==> config.mk <==
export PLATFORM = sky130hd
export DESIGN_NAME = sls_supervisor
export DESIGN_NICKNAME = d
export VERILOG_FILES = /design/src/design/sls_pkg.sv /design/src/design/sls_travel_check.sv /design/src/design/sls_hold_timer.sv /design/src/design/sls_supervisor.sv
export SDC_FILE = /design/constraint.sdc
export NUM_CORES = 2
export LEC_CHECK = 0
export BUFFER_PORTS_ARGS = -buffer_cell sky130_fd_sc_hd__buf_2
export CAP_MARGIN = 0
export CORE_MARGIN = 1
export CORE_UTILIZATION = 30
export DETAILED_ROUTE_END_ITERATION = 10
export SYNTH_ARGS = -nofsm -noshare
export SYNTH_HDL_FRONTEND = slang
export SYNTH_SLANG_ARGS = --single-unit
export TNS_END_PERCENT = 100
==> constraint.sdc <==
create_clock -name clk -period 17 [get_ports clk]
set_input_delay 2.55 -clock clk [delete_from_list [all_inputs] [get_ports clk]]
set_output_delay 2.55 -clock clk [all_outputs]
set_load 0.1 [all_outputs]
==> src/design/sls_pkg.sv <==
// Package for the servo limit supervisor: register map, fields, resets
package sls_pkg;
  // Command codes kept for reference by software
  localparam logic [7:0] SLS_CMD_ERR_LIM    = 8'h97;
  localparam logic [7:0] SLS_CMD_NEG_TRAVEL = 8'h43;
  localparam logic [7:0] SLS_CMD_POS_TRAVEL = 8'h42;
  localparam logic [7:0] SLS_CMD_FILT_CFG   = 8'ha9;
  // Register word addresses (byte address = 4 * index)
  localparam logic [4:0] SLS_REG_MOVE_LIM  = 5'h00;
  localparam logic [4:0] SLS_REG_HOLD_LIM  = 5'h01;
  localparam logic [4:0] SLS_REG_HOLD_DLY  = 5'h02;
  localparam logic [4:0] SLS_REG_NEG_BASE  = 5'h04;
  localparam logic [4:0] SLS_REG_POS_BASE  = 5'h0a;
  localparam logic [4:0] SLS_REG_FILT_BASE = 5'h10;
  localparam logic [4:0] SLS_REG_STATUS    = 5'h14;
  localparam logic [4:0] SLS_REG_TARGET    = 5'h15;
  localparam int         SLS_MASK_REGS     = 6;
  localparam int         SLS_FILT_REGS     = 3;
  // Status fields
  localparam int SLS_ST_MOVE_ERR = 0;
  localparam int SLS_ST_HOLD_ERR = 1;
  localparam int SLS_ST_HOLDING  = 2;
  localparam int SLS_ST_NEG_BLK  = 3;
  localparam int SLS_ST_POS_BLK  = 4;
  localparam int SLS_ST_PEND     = 5;
  // Reset values and ranges
  localparam logic [15:0] SLS_RST_LIMIT = 16'h0000;
  localparam logic [15:0] SLS_RST_DELAY = 16'h0064;
  localparam logic [15:0] SLS_RST_FILT  = 16'h7fff;
  localparam logic [15:0] SLS_FILT_MIN  = 16'h1000;
  localparam logic [15:0] SLS_FILT_MAX  = 16'h7fff;
  localparam logic [15:0] SLS_ZERO16    = 16'h0000;
  localparam logic [31:0] SLS_ZERO32    = 32'h0000_0000;
  localparam logic [31:0] SLS_BAD_READ  = 32'hdead_beef;

  // Absolute value of a signed limit, widened to avoid the -32768 corner
  function automatic logic [16:0] sls_abs(input logic signed [15:0] v);
    logic signed [16:0] w;
    w = 17'(v);
    return (w < 0) ? 17'(-w) : 17'(w);
  endfunction : sls_abs

  // Enabled-and-matching mask test over one status word
  function automatic logic sls_hit(input logic [15:0] st, input logic [15:0] en,
                                   input logic [15:0] lvl);
    return |(en & ~(st ^ lvl));
  endfunction : sls_hit
endpackage : sls_pkg

==> src/design/sls_travel_check.sv <==
// End-of-travel condition evaluator for one direction
`timescale 1ns/1ps
module sls_travel_check
  import sls_pkg::*;
(
  // Status words
  input  wire logic [15:0] status_word,
  input  wire logic [15:0] status_word_two,
  input  wire logic [15:0] ext_io_word,
  // Six masks: enable/state for each word
  input  wire logic [15:0] en0,
  input  wire logic [15:0] lv0,
  input  wire logic [15:0] en1,
  input  wire logic [15:0] lv1,
  input  wire logic [15:0] en2,
  input  wire logic [15:0] lv2,
  // Result
  output logic             active
);
  // Enable selects, state gives the blocking level, OR of all words
  assign active = sls_hit(status_word, en0, lv0) |
                  sls_hit(status_word_two, en1, lv1) |
                  sls_hit(ext_io_word, en2, lv2);
endmodule : sls_travel_check

==> src/design/sls_hold_timer.sv <==
// Delay-to-holding timer
`timescale 1ns/1ps
module sls_hold_timer
  import sls_pkg::*;
(
  // Clock and reset
  input  wire logic        clk,
  input  wire logic        reset,
  // Control
  input  wire logic        moving,
  input  wire logic [15:0] delay_ticks,
  // Result
  output logic             holding
);
  logic [15:0] cnt_ff;
  logic        holding_ff;

  // Count ticks after motion stops; motion restarts the window
  always_ff @(posedge clk or posedge reset) begin
    if (reset) begin
      cnt_ff     <= SLS_ZERO16;
      holding_ff <= 1'b0;
    end else if (moving) begin
      cnt_ff     <= SLS_ZERO16;
      holding_ff <= 1'b0;
    end else if (!holding_ff) begin
      if (cnt_ff >= delay_ticks) begin
        holding_ff <= 1'b1;
      end else begin
        cnt_ff <= cnt_ff + 16'h0001;
      end
    end
  end
  assign holding = holding_ff;
endmodule : sls_hold_timer

==> src/design/sls_supervisor.sv <==
// Servo limit supervisor top: error limits, drag clamp, end of travel, filters
//
// Added by the designer: the register offsets and register access over Avalon-MM.
`timescale 1ns/1ps
module sls_supervisor
  import sls_pkg::*;
(
  // Clock and reset
  input  wire logic               clk,
  input  wire logic               reset,
  // Avalon-MM slave
  input  wire logic [4:0]         avs_address,
  input  wire logic               avs_read,
  input  wire logic               avs_write,
  input  wire logic [31:0]        avs_writedata,
  input  wire logic [3:0]         avs_byteenable,
  output logic [31:0]             avs_readdata,
  output logic                    avs_waitrequest,
  // Servo tick and motion state
  input  wire logic               servo_tick,
  input  wire logic               move_active,
  input  wire logic               profile_move,
  input  wire logic               move_terminate,
  // Positions
  input  wire logic signed [31:0] actual_pos,
  input  wire logic signed [31:0] req_target,
  input  wire logic               req_valid,
  // Status words for travel checks
  input  wire logic [15:0]        internal_status_word,
  input  wire logic [15:0]        internal_status_word_two,
  input  wire logic [15:0]        extended_io_word,
  // Outputs to the loop
  output logic signed [31:0]      target_pos,
  output logic                    holding_torque,
  output logic                    move_error,
  output logic                    hold_error,
  output logic                    neg_blocked,
  output logic                    pos_blocked,
  output logic                    move_pending,
  output logic [15:0]             velocity_filter_one,
  output logic [15:0]             velocity_filter_two,
  output logic [15:0]             accel_filter
);
  // Configuration storage
  logic [15:0]        move_lim_ff;
  logic [15:0]        hold_lim_ff;
  logic [15:0]        delay_ff;
  logic [15:0]        neg_mask_ff [SLS_MASK_REGS];
  logic [15:0]        pos_mask_ff [SLS_MASK_REGS];
  logic [15:0]        filt_ff     [SLS_FILT_REGS];
  logic signed [31:0] target_ff;
  logic               move_err_ff;
  logic               hold_err_ff;
  logic               pend_ff;
  logic [31:0]        rdata_ff;
  logic               ack_ff;
  logic               holding;
  logic               neg_act;
  logic               pos_act;
  logic [15:0]        lim_now;
  logic [16:0]        lim_abs;
  logic signed [32:0] err;
  logic [32:0]        err_abs;
  logic signed [32:0] nxt_target;
  logic signed [32:0] lim_s;
  logic               wr_hit;
  logic [15:0]        wdata16;
  logic [15:0]        status_bits;
  logic               blk_req;

  // One wait cycle per access so read data comes from a flop
  // The fixed wait keeps the read path to one flop at the cost of bus rate
  assign avs_waitrequest = (avs_read | avs_write) & ~ack_ff;
  // Writes land on the answer edge, when the master sees waitrequest low
  assign wr_hit          = avs_write & ack_ff;
  assign wdata16         = avs_writedata[15:0];

  always_ff @(posedge clk or posedge reset) begin
    if (reset) begin
      ack_ff <= 1'b0;
    end else begin
      ack_ff <= (avs_read | avs_write) & ~ack_ff;
    end
  end

  // Limit and delay registers; limits default to zero (check off)
  always_ff @(posedge clk or posedge reset) begin
    if (reset) begin
      move_lim_ff <= SLS_RST_LIMIT;
      hold_lim_ff <= SLS_RST_LIMIT;
      delay_ff    <= SLS_RST_DELAY;
    end else if (wr_hit && avs_byteenable[1:0] == 2'h3) begin
      if (avs_address == SLS_REG_MOVE_LIM) begin
        move_lim_ff <= wdata16;
      end
      if (avs_address == SLS_REG_HOLD_LIM) begin
        hold_lim_ff <= wdata16;
      end
      if (avs_address == SLS_REG_HOLD_DLY) begin
        delay_ff <= wdata16;
      end
    end
  end

  // Travel masks, enable/state pairs per status word
  always_ff @(posedge clk or posedge reset) begin
    if (reset) begin
      for (int i = 0; i < SLS_MASK_REGS; i++) begin
        neg_mask_ff[i] <= SLS_ZERO16;
        pos_mask_ff[i] <= SLS_ZERO16;
      end
    end else if (wr_hit && avs_byteenable[1:0] == 2'h3) begin
      for (int i = 0; i < SLS_MASK_REGS; i++) begin
        if (avs_address == SLS_REG_NEG_BASE + 5'(i)) begin
          neg_mask_ff[i] <= wdata16;
        end
        if (avs_address == SLS_REG_POS_BASE + 5'(i)) begin
          pos_mask_ff[i] <= wdata16;
        end
      end
    end
  end

  // Filter coefficients; out-of-range writes are clamped into range
  // Clamping, not refusing, keeps the loop usable after a bad write
  always_ff @(posedge clk or posedge reset) begin
    if (reset) begin
      for (int i = 0; i < SLS_FILT_REGS; i++) begin
        filt_ff[i] <= SLS_RST_FILT;
      end
    end else if (wr_hit && avs_byteenable[1:0] == 2'h3) begin
      for (int i = 0; i < SLS_FILT_REGS; i++) begin
        if (avs_address == SLS_REG_FILT_BASE + 5'(i)) begin
          if (wdata16 < SLS_FILT_MIN) begin
            filt_ff[i] <= SLS_FILT_MIN;
          end else if (wdata16 > SLS_FILT_MAX) begin
            filt_ff[i] <= SLS_FILT_MAX;
          end else begin
            filt_ff[i] <= wdata16;
          end
        end
      end
    end
  end
  assign velocity_filter_one = filt_ff[0];
  assign velocity_filter_two = filt_ff[1];
  assign accel_filter        = filt_ff[2];

  // Delay-to-holding timer; counts clock cycles, each taken as one servo tick
  // A slower tick would need the count gated by servo_tick
  sls_hold_timer u_timer (
    .clk         (clk),
    .reset       (reset),
    .moving      (move_active),
    .delay_ticks (delay_ff),
    .holding     (holding)
  );
  assign holding_torque = holding;

  // Negative and positive travel checks
  // Both read the live status inputs, so a block acts on the very next tick
  sls_travel_check u_neg (
    .status_word     (internal_status_word),
    .status_word_two (internal_status_word_two),
    .ext_io_word     (extended_io_word),
    .en0 (neg_mask_ff[0]), .lv0 (neg_mask_ff[1]),
    .en1 (neg_mask_ff[2]), .lv1 (neg_mask_ff[3]),
    .en2 (neg_mask_ff[4]), .lv2 (neg_mask_ff[5]),
    .active          (neg_act)
  );
  sls_travel_check u_pos (
    .status_word     (internal_status_word),
    .status_word_two (internal_status_word_two),
    .ext_io_word     (extended_io_word),
    .en0 (pos_mask_ff[0]), .lv0 (pos_mask_ff[1]),
    .en1 (pos_mask_ff[2]), .lv1 (pos_mask_ff[3]),
    .en2 (pos_mask_ff[4]), .lv2 (pos_mask_ff[5]),
    .active          (pos_act)
  );
  assign neg_blocked = neg_act;
  assign pos_blocked = pos_act;

  // Limit in force and error magnitude
  assign lim_now = holding ? hold_lim_ff : move_lim_ff;
  assign lim_abs = sls_abs(lim_now);
  // Signed copy keeps the clamp arithmetic signed for negative positions
  assign lim_s   = 33'(lim_abs);
  assign err     = 33'(req_target) - 33'(actual_pos);
  assign err_abs = (err < 0) ? 33'(-err) : 33'(err);

  // Next target: direction blocks first, then drag clamp
  // Positions near the 32-bit ends are not guarded; the clamp may wrap there
  always_comb begin
    nxt_target = 33'(target_ff);
    if (req_valid) begin
      if (req_target < target_ff && neg_act) begin
        nxt_target = 33'(target_ff);
      end else if (req_target > target_ff && pos_act) begin
        nxt_target = 33'(target_ff);
      end else begin
        nxt_target = 33'(req_target);
      end
    end
    if (lim_now[15] && lim_abs != 17'h0) begin
      if (nxt_target > 33'(actual_pos) + lim_s) begin
        nxt_target = 33'(actual_pos) + lim_s;
      end else if (nxt_target < 33'(actual_pos) - lim_s) begin
        nxt_target = 33'(actual_pos) - lim_s;
      end
    end
  end

  // Target updates once per servo tick
  always_ff @(posedge clk or posedge reset) begin
    if (reset) begin
      target_ff <= SLS_ZERO32;
    end else if (servo_tick) begin
      target_ff <= nxt_target[31:0];
    end
  end
  assign target_pos = target_ff;

  // Error status, evaluated per tick; zero limit means no check
  always_ff @(posedge clk or posedge reset) begin
    if (reset) begin
      move_err_ff <= 1'b0;
      hold_err_ff <= 1'b0;
    end else if (servo_tick) begin
      move_err_ff <= !holding && lim_abs != 17'h0 &&
                     err_abs > 33'(lim_abs);
      hold_err_ff <= holding && lim_abs != 17'h0 &&
                     err_abs > 33'(lim_abs);
    end
  end
  assign move_error = move_err_ff;
  assign hold_error = hold_err_ff;

  // Profile request that a travel block holds back this tick
  assign blk_req = profile_move && req_valid &&
                   ((req_target < target_ff && neg_act) ||
                    (req_target > target_ff && pos_act));

  // A blocked profile move stays pending until an unblocked tick or move_terminate; a block on the
  // same edge as a terminate wins, so a still-blocked request is not lost
  always_ff @(posedge clk or posedge reset) begin
    if (reset) begin
      pend_ff <= 1'b0;
    end else if (servo_tick && blk_req) begin
      pend_ff <= 1'b1;
    end else if (move_terminate || servo_tick) begin
      pend_ff <= 1'b0;
    end
  end
  assign move_pending = pend_ff;

  // Status word as seen by software and other logic
  always_comb begin
    status_bits                  = SLS_ZERO16;
    status_bits[SLS_ST_MOVE_ERR] = move_err_ff;
    status_bits[SLS_ST_HOLD_ERR] = hold_err_ff;
    status_bits[SLS_ST_HOLDING]  = holding;
    status_bits[SLS_ST_NEG_BLK]  = neg_act;
    status_bits[SLS_ST_POS_BLK]  = pos_act;
    status_bits[SLS_ST_PEND]     = pend_ff;
  end

  // Read mux, captured during the wait cycle
  always_ff @(posedge clk or posedge reset) begin
    if (reset) begin
      rdata_ff <= SLS_ZERO32;
    end else if (avs_read && !ack_ff) begin
      rdata_ff <= SLS_BAD_READ;
      if (avs_address == SLS_REG_MOVE_LIM) rdata_ff <= {16'h0000, move_lim_ff};
      if (avs_address == SLS_REG_HOLD_LIM) rdata_ff <= {16'h0000, hold_lim_ff};
      if (avs_address == SLS_REG_HOLD_DLY) rdata_ff <= {16'h0000, delay_ff};
      for (int i = 0; i < SLS_MASK_REGS; i++) begin
        if (avs_address == SLS_REG_NEG_BASE + 5'(i)) rdata_ff <= {16'h0000, neg_mask_ff[i]};
        if (avs_address == SLS_REG_POS_BASE + 5'(i)) rdata_ff <= {16'h0000, pos_mask_ff[i]};
      end
      for (int i = 0; i < SLS_FILT_REGS; i++) begin
        if (avs_address == SLS_REG_FILT_BASE + 5'(i)) rdata_ff <= {16'h0000, filt_ff[i]};
      end
      if (avs_address == SLS_REG_STATUS) rdata_ff <= {16'h0000, status_bits};
      if (avs_address == SLS_REG_TARGET) rdata_ff <= target_ff;
    end
  end
  assign avs_readdata = rdata_ff;
endmodule : sls_supervisor

==> run summary <==
met1 global-route usage: 0.293
hold path startpoint: avs_readdata[24]
RSZ-0062 raised after global routing: no
Slew HR: 0.232
grt met3 use: 0.0465
Slowest-stage cell, CP: nor2_1
leading cell type in the layout, fill and taps excluded: dfrtp_1
buffers added on ports: 262
filler cell count: 9325
most frequent cells in the layout: 325 x dfrtp_1, 277 x mux2_2, 262 x buf_2
DRT Pass-1 Iters: 8
hold depth: 2
Final min period: 9630 ps
Worst-Skew Late Latency: 620 ps
Slew Limit Fails: 0
Vias/cell: 5.69
placed instance count: 4350
final instance area: 31700 µm²
Slew @ Worst Pin: 1140 ps
row cnt: 110
R2R cell count: 32
Synth cell types: 105
PD cells: 129 nW/µm²
total track usage: 0.224
Worst Path Required: 17510 ps
Mapped Avg Cell Area: 9.15 µm²
first-pass GRT wire length: 158 mm
final setup vio count: 0
EDFF count, synth: 0
clk root buf: clkbuf_16
Post-Layout Cell Count: 4432
Clock Sinks: 373
Antenna Nets Post-Route: 0
Die H: 306 µm
critical path class: input port to flip-flop
layout cells sized above 1: 0.227
worst stage delay on the critical path: 690 ps
status: finished, final reports clean
clk slew on worst S/H paths: 60 ps
R2R Path End: target_pos[10]
Starting Density: 0.305
crit end category: flip-flop
met2 usage: 0.358
grt peak-use layer: met2
Netlist Area Pre-Place: 27700 µm²
Ys Warns: 0
area delta synth->final: 14.6%
# IOs: 281
HPWL after DPL: 83.7 mm
prevailing post-synth register cell: dfrtp_1
hold_buf cts: 0
Synth async-reset ratio: 1.00
most frequent CP cell: o21ai_0
TritonCTS clock tree: built
leak pwr: 14.3 nW
antenna violations before repair: 8
H-tree depth: 2
DRC Markers: 0
CP max FO: 36
drt initial violations: 2601
FMAX: 104 MHz
Post-Syn Instances: 3021
average routed wire per standard cell: 24.4 µm
CP Launch Type: input port
final-stage net count: 3579
r2r setup slk: 7440 ps
crit share post-route: 0.567
vias in the first global route: 24200
CTS resizes: 0
Peak VDD IR: 0.0783 mV
Die Width: 306 µm
WL final: 108 mm
Yosys reg bits: 373
worst min-delay path class: flip-flop to flip-flop
DP Area: 30200 µm²
Hold Path End: avs_readdata[24]
endpoints failing hold: 0
CTS Buffer Depth: 3
worst path arrival time: 10140 ps
max cap viols: 0
area of the die: 93400 µm²
post-synthesis sequential area ratio: 0.340
largest net degree at the start of global routing: 168
GP Congestion: 0.943
GRT overflow: 0
Vias: 25200
Setup Fix Bufs, Post-CTS: 0
post-route setup TNS: 0 ps
r2r startpoint: u_timer.holding
total CTS buffers: 42
core area: 90700 µm²
Worst Skew: 66.2 ps
[layer usage]
| metal | wire length, µm | vias up |
|---|---|---|
| li1 | - | 11500 |
| met1 | 45300 | 12400 |
| met2 | 48900 | 1036 |
| met3 | 8960 | 213 |
| met4 | 4800 | 10 |
| met5 | 64 | - |
[worst max path at each step]
stage | endpoint | slack [ps] | startpoint | cells past startpoint
3_3_place_gp | target_pos[0] | 6930 | actual_pos[0] | 25
4_1_cts | target_pos[10] | 7540 | actual_pos[0] | 28
5_1_grt | target_pos[30] | 6890 | u_timer.holding | 32
3_5_place_dp | target_pos[10] | 6940 | actual_pos[0] | 28
2_1_floorplan | accel_filter[15] | 4170 | reset | 1
6_report | target_pos[10] | 7370 | actual_pos[0] | 30
[flip-flops by register name, summed over array words and instances, names as in the netlist, 16 cells and up]
| signal | flops |
|---|---|
| accel_filter | 16 |
| avs_readdata | 32 |
| delay_ff | 16 |
| hold_lim_ff | 16 |
| move_lim_ff | 16 |
| neg_mask_ff | 96 |
| pos_mask_ff | 96 |
| target_pos | 32 |
| u_timer.cnt_ff | 16 |
| velocity_filter_one | 16 |
| velocity_filter_two | 16 |
[cells by family after synthesis]
kind of cell | Yosys count | synth area share
and+or+nand+nor | 822 | 0.141
muxes | 306 | 0.123
adders and majority gates | 200 | 0.0912
buffers and inverters | 285 | 0.0391
DFF | 373 | 0.340
other | 2 | 0.000272
xor gates and xnor gates | 220 | 0.0700
AOI/OAI and AO/OA | 813 | 0.196
[cells in the mapped netlist, types with 48 or more instances]
cell | count | area [µm²]
dfrtp_1 | 325 | 8130
mux2_2 | 277 | 3120
nand2_1 | 258 | 968
nor2_1 | 235 | 882
o21ai_0 | 210 | 1050
ha_1 | 196 | 2450
xnor2_1 | 179 | 1570
a21oi_1 | 147 | 736
inv_1 | 141 | 529
clkbuf_1 | 129 | 484
a22oi_1 | 67 | 503
o22ai_1 | 65 | 407
nand3_1 | 57 | 285
nor3_1 | 49 | 245
dfstp_2 | 48 | 1260
nand4_1 | 48 | 300
[critical path, delay by kind of cell]
family | cells | cell delay [ps]
adders and majority gates | 3 | 890
and+or+nand+nor | 5 | 1170
AOI/OAI and AO/OA | 16 | 4380
xor gates and xnor gates | 2 | 440
buffers and inverters | 4 | 700
[where the power goes]
group	internal, W	leakage [nW]	switching (W)
Combinational	0.000603	8.70	0.00141
Sequential	0.000982	4.86	0.000108
Clock	0.000571	0.732	0.000422
Total	0.00216	14.3	0.00194
[metrics by stage]
stage          setup slack, ps  power (W)  hold WS [ps]   util
2_1_floorplan             4170    0.00254           494      -
3_3_place_gp              6930    0.00309           457  0.333
5_1_grt                   6890    0.00431           505  0.349
4_1_cts                   7540    0.00410           479  0.349
3_5_place_dp              6940    0.00310           465  0.333
6_report                  7370    0.00410           477  0.349
[area by class of cell]
type                            instances  area (µm²)  area share
Multi-Input combinational cell       2364       17200       0.543
Clock inverter                         20         298     0.00940
Tap cell                             1176        1470      0.0464
Antenna cell                            4        10.0    0.000316
Inverter                              145         552      0.0174
Timing Repair Buffer                  292        1550      0.0489
Clock buffer                           58        1210      0.0383
Sequential cell                       373        9390       0.296
Power figures use the tool's default switching activity.
